===== src/design/rairr_pkg.sv =====
// constants for the right adc input routing register bank
// Overview of operation
// - bit 7 of the second right line routing register selects single-ended (0) or fully differential (1) and resets to 0.
// - level codes 0000 to 1000 of the second right line register give 0 dB to -12 dB in -1.5 dB steps and connect the input to the right mixer.
// - level code 1111 of the second right line register disconnects the input, and the field resets to 1111.
// - bit 2 of the second right line register weakly biases the unselected right inputs to common mode when 1 and resets to 0.
// - the low reserved bits (2-0 of the first register, 1-0 of the second) are read-only zeros, and software writes only zeros there.
// - bit 7 of the first left line to right register selects single-ended (0) or fully differential (1) and resets to 0.
// - level codes 0000 to 1000 of the first left line to right register use the same attenuation steps and route the input to the right mixer.
// - level code 1111 of the first left line to right register leaves the input unconnected, and the field resets to 1111.
// - a separate right channel power bit powers the right adc channel up when 1 and down when 0.
package rairr_pkg;
   localparam int unsigned ADR_W  = 8;
   localparam int unsigned DAT_W  = 32;
   localparam int unsigned IDX_W  = 6;
   // register indices; byte address is four times the index
   localparam logic [5:0] IDX_PWR   = 6'h16;
   localparam logic [5:0] IDX_LINE2 = 6'h17;
   localparam logic [5:0] IDX_LINE1 = 6'h18;
   localparam logic [5:0] IDX_STAT  = 6'h1f;
   // field positions
   localparam int unsigned DIFF_BIT = 7;
   localparam int unsigned LVL_HI   = 6;
   localparam int unsigned LVL_LO   = 3;
   localparam int unsigned BIAS_BIT = 2;
   localparam int unsigned PWR_BIT  = 2;
   // writable masks; everything else reads zero
   localparam logic [7:0] MASK_LINE2 = 8'hfc;
   localparam logic [7:0] MASK_LINE1 = 8'hf8;
   localparam logic [7:0] MASK_PWR   = 8'h04;
   // reset values
   localparam logic [7:0] RST_LINE2 = 8'h78;
   localparam logic [7:0] RST_LINE1 = 8'h78;
   localparam logic [7:0] RST_PWR   = 8'h00;
   // level codes
   localparam logic [3:0] LVL_MAX_ATT = 4'h8;
   localparam logic [3:0] LVL_OFF     = 4'hf;
   localparam int unsigned NUM_ROUTES = 2;
endpackage : rairr_pkg


===== src/design/rairr_route_if.sv =====
// routing register value and its decoded controls for one input
interface rairr_route_if;
   logic [7:0] reg_val;
   logic       diff;
   logic       conn;
   logic [4:0] atten_hdb;
   modport src (output reg_val, input diff, conn, atten_hdb);
   modport dec (input reg_val, output diff, conn, atten_hdb);
endinterface : rairr_route_if


===== src/design/rairr_route_dec.sv =====
// decodes one routing register into registered analog controls
module rairr_route_dec
(
   input  wire logic   clk_i,
   input  wire logic   rst_i,
   rairr_route_if.dec  rt
);
   // attenuation in half-dB units: code times three
   function automatic logic [4:0] hdb(input logic [3:0] c);
      hdb = {1'b0, c} + {c, 1'b0};
   endfunction

   logic [3:0] lvl;
   logic       next_diff;
   logic       next_conn;
   logic [4:0] next_atten;

   assign lvl = rt.reg_val[rairr_pkg::LVL_HI:rairr_pkg::LVL_LO];

   // reserved codes are treated as disconnected to keep the mixer quiet
   always_comb
   begin
      next_diff  = rt.reg_val[rairr_pkg::DIFF_BIT];
      next_conn  = (lvl <= rairr_pkg::LVL_MAX_ATT);
      next_atten = next_conn ? hdb(lvl) : 5'h00;
   end

   always_ff @(posedge clk_i)
   begin
      if (rst_i)
      begin
         rt.diff      <= 1'b0;
         rt.conn      <= 1'b0;
         rt.atten_hdb <= 5'h00;
      end
      else
      begin
         rt.diff      <= next_diff;
         rt.conn      <= next_conn;
         rt.atten_hdb <= next_atten;
      end
   end
endmodule // rairr_route_dec


===== src/design/rairr_regs.sv =====
// wishbone register bank steering right adc input routing
module rairr_regs
(
   input  wire logic        clk_i,
   input  wire logic        rst_i,
   input  wire logic [7:0]  adr_i,
   input  wire logic [31:0] dat_i,
   input  wire logic [3:0]  sel_i,
   input  wire logic        we_i,
   input  wire logic        cyc_i,
   input  wire logic        stb_i,
   output      logic [31:0] dat_o,
   output      logic        ack_o,
   output      logic        second_right_line_input_diff_o,
   output      logic        second_right_line_input_conn_o,
   output      logic [4:0]  second_right_line_input_atten_o,
   output      logic        first_left_line_input_diff_o,
   output      logic        first_left_line_input_conn_o,
   output      logic [4:0]  first_left_line_input_atten_o,
   output      logic        weak_cm_bias_o,
   output      logic        right_adc_power_o
);
   logic [7:0]  line2_reg;
   logic [7:0]  line1_reg;
   logic [7:0]  pwr_reg;
   logic [7:0]  next_line2;
   logic [7:0]  next_line1;
   logic [7:0]  next_pwr;
   logic        next_ack;
   logic [31:0] next_dat;
   logic        req;
   logic        wr;
   logic [5:0]  idx;

   rairr_route_if rt [rairr_pkg::NUM_ROUTES] ();

   // one cycle request to answer; ack is dropped after one cycle
   assign req = cyc_i & stb_i;
   assign idx = adr_i[7:2];
   // write lands at the edge where the master sees ack
   assign wr  = req & we_i & ack_o & sel_i[0];

   // register write path; reserved bits are masked to zero
   always_comb
   begin
      next_line2 = line2_reg;
      next_line1 = line1_reg;
      next_pwr   = pwr_reg;
      if (wr && idx == rairr_pkg::IDX_LINE2)
         next_line2 = dat_i[7:0] & rairr_pkg::MASK_LINE2;
      if (wr && idx == rairr_pkg::IDX_LINE1)
         next_line1 = dat_i[7:0] & rairr_pkg::MASK_LINE1;
      if (wr && idx == rairr_pkg::IDX_PWR)
         next_pwr = dat_i[7:0] & rairr_pkg::MASK_PWR;
   end

   always_ff @(posedge clk_i)
   begin
      if (rst_i)
      begin
         line2_reg <= rairr_pkg::RST_LINE2;
         line1_reg <= rairr_pkg::RST_LINE1;
         pwr_reg   <= rairr_pkg::RST_PWR;
      end
      else
      begin
         line2_reg <= next_line2;
         line1_reg <= next_line1;
         pwr_reg   <= next_pwr;
      end
   end

   // read mux and ack; unmapped reads answer zero, writes ignored
   always_comb
   begin
      next_ack = req & ~ack_o;
      next_dat = 32'h0000_0000;
      unique case (idx)
         rairr_pkg::IDX_LINE2: next_dat = {24'h00_0000, line2_reg};
         rairr_pkg::IDX_LINE1: next_dat = {24'h00_0000, line1_reg};
         rairr_pkg::IDX_PWR:   next_dat = {24'h00_0000, pwr_reg};
         rairr_pkg::IDX_STAT:  next_dat = {29'h0000_0000,
                                           right_adc_power_o,
                                           first_left_line_input_conn_o,
                                           second_right_line_input_conn_o};
         default:              next_dat = 32'h0000_0000;
      endcase
   end

   always_ff @(posedge clk_i)
   begin
      if (rst_i)
      begin
         ack_o <= 1'b0;
         dat_o <= 32'h0000_0000;
      end
      else
      begin
         ack_o <= next_ack;
         dat_o <= next_dat;
      end
   end

   // bias and power follow their bits one cycle later, from flops
   always_ff @(posedge clk_i)
   begin
      if (rst_i)
      begin
         weak_cm_bias_o    <= 1'b0;
         right_adc_power_o <= 1'b0;
      end
      else
      begin
         weak_cm_bias_o    <= line2_reg[rairr_pkg::BIAS_BIT];
         right_adc_power_o <= pwr_reg[rairr_pkg::PWR_BIT];
      end
   end

   // both routings share one decoder shape
   assign rt[0].reg_val = line2_reg;
   assign rt[1].reg_val = line1_reg;

   generate
      for (genvar g = 0; g < rairr_pkg::NUM_ROUTES; g++)
      begin : g_dec
         rairr_route_dec u_dec
         (
            .clk_i (clk_i),
            .rst_i (rst_i),
            .rt    (rt[g])
         );
      end
   endgenerate

   assign second_right_line_input_diff_o  = rt[0].diff;
   assign second_right_line_input_conn_o  = rt[0].conn;
   assign second_right_line_input_atten_o = rt[0].atten_hdb;
   assign first_left_line_input_diff_o    = rt[1].diff;
   assign first_left_line_input_conn_o    = rt[1].conn;
   assign first_left_line_input_atten_o   = rt[1].atten_hdb;

   logic [3:0] lvl2;
   logic [3:0] lvl1;
   assign lvl2 = line2_reg[rairr_pkg::LVL_HI:rairr_pkg::LVL_LO];
   assign lvl1 = line1_reg[rairr_pkg::LVL_HI:rairr_pkg::LVL_LO];
endmodule // rairr_regs


===== config.mk =====
export PLATFORM = sky130hd
export DESIGN_NAME = rairr_regs
export DESIGN_NICKNAME = d
export VERILOG_FILES = /design/src/design/rairr_pkg.sv /design/src/design/rairr_route_if.sv /design/src/design/rairr_route_dec.sv /design/src/design/rairr_regs.sv
export SDC_FILE = /design/constraint.sdc
export NUM_CORES = 1
export LEC_CHECK = 0
export BUFFER_PORTS_ARGS = -buffer_cell sky130_fd_sc_hd__buf_2
export CORE_UTILIZATION = 47
export CTS_CLUSTER_SIZE = 28
export DETAILED_ROUTE_END_ITERATION = 7
export HOLD_SLACK_MARGIN = 0.03
export PLACE_DENSITY = 0.89
export SLEW_MARGIN = 0
export SYNTH_ARGS = -nofsm -noshare
export SYNTH_HDL_FRONTEND = slang
export SYNTH_SLANG_ARGS = --single-unit

===== constraint.sdc =====
create_clock -name clk_i -period 4.25 [get_ports clk_i]
set_input_delay 1.275 -clock clk_i [delete_from_list [all_inputs] [get_ports clk_i]]
set_output_delay 1.275 -clock clk_i [all_outputs]
set_load 0.01 [all_outputs]

; Yosys cells after proc, flatten, opt, wreduce, memory -nomap -nowiden
; Index checks and enable logic that the tools add are counted.
; Widths: inputs -> output; s select.
[word_totals]
reg_bits = 61
in_bits = 49
output_inout_bits = 49
elab_cells = 35
[classes]
n_addsub = 2
order_cmp = 2
eq_ne = 4
mux = 1
bitwise_logic = 8
reduce_logical = 5
[ops]
columns = cell, count
row1 = $pmux 8 s4, 1
row2 = $eq 6x5->1 const B, 4
row3 = $add 4x5->5, 2
row4 = $le 4x4->1 const B, 2
row5 = $and 1x1->1, 5
row6 = $reduce_or 2->1, 2
row7 = $logic_and 1x1->1, 3
row8 = $not 1->1, 3

; Depth between registers and ports, before layout
[depth]
word_depth = 5
mapped_depth = 6
mapped_depth_nobuf = 6

; Hierarchy
; From an unflattened synthesis, not the netlist that was laid out.
[hier_totals]
hier_cells = 181
hier_area_um2 = 1818.0
[modules_own_cells]
columns = mod, n_inst, cells_each, area_each_um2, seq_area_each_um2
row1 = rairr_regs, 1, 119, 1144.8, 460.4
row2 = rairr_route_dec, 2, 31, 336.6, 140.1

; Worst setup path before layout
; No wires, ideal clock.
[synth_path]
path_kind = input-to-reg
from = in adr_i[2]
to = reg dat_o[7]
setup_time_ns = 0.103
arrival_time_ns = 2.139
required_time_ns = 4.147
path_slack_ns = 2.008
path_stages = 3
n_path_buf = 0
cell_sequence = nor4b_4 -> nand3_1 -> a2111oi_2
[synth_via]
elab_chain_len = 2
word_cells_on_any_way = 5
classes_between = 4 x eq/ne / 1 x mux
[synth_rtl]
columns = element, line_no
row1 = "start, declared", rairr_regs.sv:6  ; input wire logic [7:0] adr_i,
row2 = $eq 6x5->1, rairr_regs.sv:78  ; unique case (idx)
row3 = $pmux 8 s4 *, rairr_regs.sv:78
row4 = "end signal, assigned", rairr_regs.sv:100  ; dat_o <= next_dat;
row5 = "end, declared", rairr_regs.sv:12  ; output logic [31:0] dat_o,
; Mark *: on every way between the ends. The rest lies on a longest branch, timed or not.
; A chain may end at the register's enable or synchronous reset.

; Final worst setup path
[layout_path]
from = in adr_i[2]
to = reg dat_o[5]
; The elaborated chain is that of the path after synthesis.

==> results.json <==
{
  "status": "finished, final reports clean",
  "synth_xor_area_share_pct": 0.986,
  "start_kind": "input pin",
  "cts_max_path_buffers": 2,
  "fillCellCount": 291,
  "die_h_microns": 63.5,
  "syn_inst": 180,
  "slew_headroom_pct": 65.9,
  "pwr_density_cell_nw_per_um2": 308,
  "vias_per_cell": 4.82,
  "setup_tns_ps": 0,
  "core_area_sq_um": 3470,
  "dieArea_sq_um": 4030,
  "grt_pass1_wl_microns": 4900,
  "cp_slowest_cell": "a2111oi_1",
  "synth_warnings": 0,
  "cts_resized": 0,
  "grt_pass1_vias": 1130,
  "tightest_slew_ps": 512,
  "synth.distinct_cells": 31,
  "most-common-layout-cells": "42 x buf_2, 37 x dfxtp_1, 24 x conb_1",
  "ir_worst_vdd_v": 0.000151,
  "layout_commonest_cell": "buf_2",
  "io_pins": 98,
  "path_clk_slew_ps": 60,
  "synth_adder_area_share_pct": 9.30,
  "synth_compound_area_share_pct": 6.06,
  "n_antenna_cell": 0,
  "synth_top_family_by_area": "simple AND/OR/NAND/NOR gates",
  "cp_top_family": "simple AND/OR/NAND/NOR gates",
  "htree_num_levels": 2,
  "root_buffer": "clkbuf_8",
  "cellInternalPower_mw": 0.487,
  "dp_cells": 263,
  "p_leak_nw": 1.16,
  "combinationalPowerShare_pct": 6.1,
  "synthSimpleGateAreaFrac_pct": 19.1,
  "cts_buffers": 5,
  "min_path_type": "register to register",
  "clock-sinks": 37,
  "cts_hold_buffers": 0,
  "power.switching_mw": 0.136,
  "grt_overflow": 0,
  "path_buf_inv": 1,
  "critical_path_required_ps": 4390,
  "drcViolationCount": 0,
  "nets": 285,
  "chipWidth_microns": 63.5,
  "wl_microns": 2990,
  "period_minus_slack_ps": 2410,
  "syn_avg_cell_area_sq_um": 9.87,
  "ys_ff_latch": 37,
  "crit_arrival_ps": 2550,
  "drt_pass1_iterations": 4,
  "end_kind": "register",
  "cp_cell_sequence": "buf_2 > nor4b_4 > nand3_1 > a2111oi_1",
  "crit_type": "input pin to register",
  "largest_register_ffs": 10,
  "swShare_pct": 21.8,
  "cts_setup_buffers": 0,
  "synth_mux_area_share_pct": 8.66,
  "ys_seq_area_share_pct": 41.7,
  "wl_per_cell_microns": 11.1,
  "start_util_pct": 51.2,
  "drive_gt1_share_pct": 24.6,
  "clk_latency_ps": 290,
  "clock_skew_ps": 3.52,
  "grt_max_degree": 30,
  "setup_viol": 0,
  "finalHoldViolations": 0,
  "rsz0062_at_grt": "false",
  "timing.fmax_mhz": 415,
  "cts_tree": "done",
  "areaGrowthSynthToFinish_pct": 13.7,
  "max_stage_delay_ps": 520,
  "ant_nets": 0,
  "antenna_found_initial": 0,
  "drtIter0Drc": 32,
  "drv_cap": 0,
  "dp_hpwl_microns": 2260,
  "crit_fanout": 7,
  "port_buffers": 42,
  "sequentialPowerShare_pct": 55.8,
  "slew_viol_final": 0,
  "track_usage_pct": 16.5,
  "syn-cell-area_sq_um": 1780,
  "finalCritPeriodShare_pct": 56.7,
  "vias": 1301,
  "fin_cells": 270,
  "gp_congestion": 0.784,
  "num_rows": 21,
  "p_clk_share_pct": 38.1
}
## cells in the mapped netlist
library cell / n / share of area [%]
fa_1: 2 / 2.3
a21oi_1: 3 / 0.84
nor4b_4: 1 / 1.3
and4_1: 3 / 1.5
buf_2: 1 / 0.28
nor3_1: 1 / 0.28
nand4_2: 2 / 1.4
a2111oi_2: 1 / 0.84
a21o_1: 2 / 0.84
ha_1: 10 / 7.0
o21bai_1: 2 / 0.84
and2b_1: 1 / 0.42
a2111oi_1: 4 / 2.3
conb_1: 1 / 0.21
a22oi_1: 1 / 0.42
inv_1: 14 / 3.0
and2_1: 3 / 1.1
nand4_1: 1 / 0.35
mux2_2: 3 / 1.9
nor3b_1: 2 / 0.84
nand2_1: 3 / 0.63
and4b_1: 1 / 0.56
buf_4: 24 / 10
nand3_1: 10 / 2.8
nor2b_1: 3 / 1.1
nand2b_1: 8 / 2.8
xnor2_1: 2 / 0.99
mux2i_1: 12 / 6.8
nor2_1: 19 / 4.0
clkbuf_1: 3 / 0.63
dfxtp_1: 37 / 42
## metrics by stage
step	worst slack (ps)	hold WS, ps	power (mW)	utilization (%)	area, sq um
floorplan	2010	433	0.395	-	1860
global placement	1580	430	0.392	55.8	1930
detailed placement	1540	428	0.393	55.8	1930
CTS	1840	446	0.629	58.3	2020
global route	1750	467	0.652	58.3	2020
finish	1840	446	0.623	58.3	2020
## worst register-to-register path: cells and delay by family (launching register included)
family                   cells  cell delay [ps]
buffers and inverters        1              100
AO/OA/AOI/OAI                1              170
adder cells (fa/ha/maj)      1              320
multiplexers                 1              360
flip-flops                   1              410
## per-layer routing
layer / GRT usage (%) / part of all wire, % / wire length (microns) / up-vias
met5: 0 / 0 / 0 / -
met4: 10.2 / 2.0 / 61 / 0
met3: 6.88 / 7.0 / 210 / 5
met2: 27.0 / 50 / 1510 / 52
met1: 17.3 / 41 / 1220 / 601
li1: - / - / - / 643
## power groups by stage
stage	Clock (mW)	Combinational (mW)	Sequential, mW
floorplan	0	0.0401	0.355
global placement	0	0.0372	0.355
detailed placement	0	0.0378	0.355
CTS	0.244	0.0380	0.347
global route	0.262	0.0422	0.347
finish	0.237	0.0383	0.347
## logic make-up (layout without fill, tap and decap cells)
logic type / count (synthesis) / after routing
AOI/OAI and AO/OA: 13 / 13
xor gates and xnor gates: 2 / 2
adders and majority gates: 12 / 12
buffers and inverters: 42 / 63
DFF: 37 / 37
muxes: 15 / 15
other: 1 / 24
and+or+nand+nor: 58 / 58
## worst paths after layout
kind                              startpoint  slack (ps)                              to  cells after the start
worst max-delay path                adr_i[2]        1840                        dat_o[5]                      4
worst max register to register  line2_reg[5]        2780  g_dec[0].u_dec.rt.atten_hdb[4]                      4
worst min-delay path                   ack_o         450                           ack_o                      1
worst min register to register         ack_o         450                           ack_o                      1
## area by class of cell
cell class / count / area [sq um] / area share, %
flip-flops and latches: 37 / 741 / 36.7
clock buffers: 7 / 86.3 / 4.27
repair buffers: 42 / 210 / 10.4
well taps: 46 / 57.6 / 2.85
multi-input cells: 124 / 873 / 43.2
inverters: 14 / 52.6 / 2.60
Note: power is estimated with default switching activity, not from simulation.
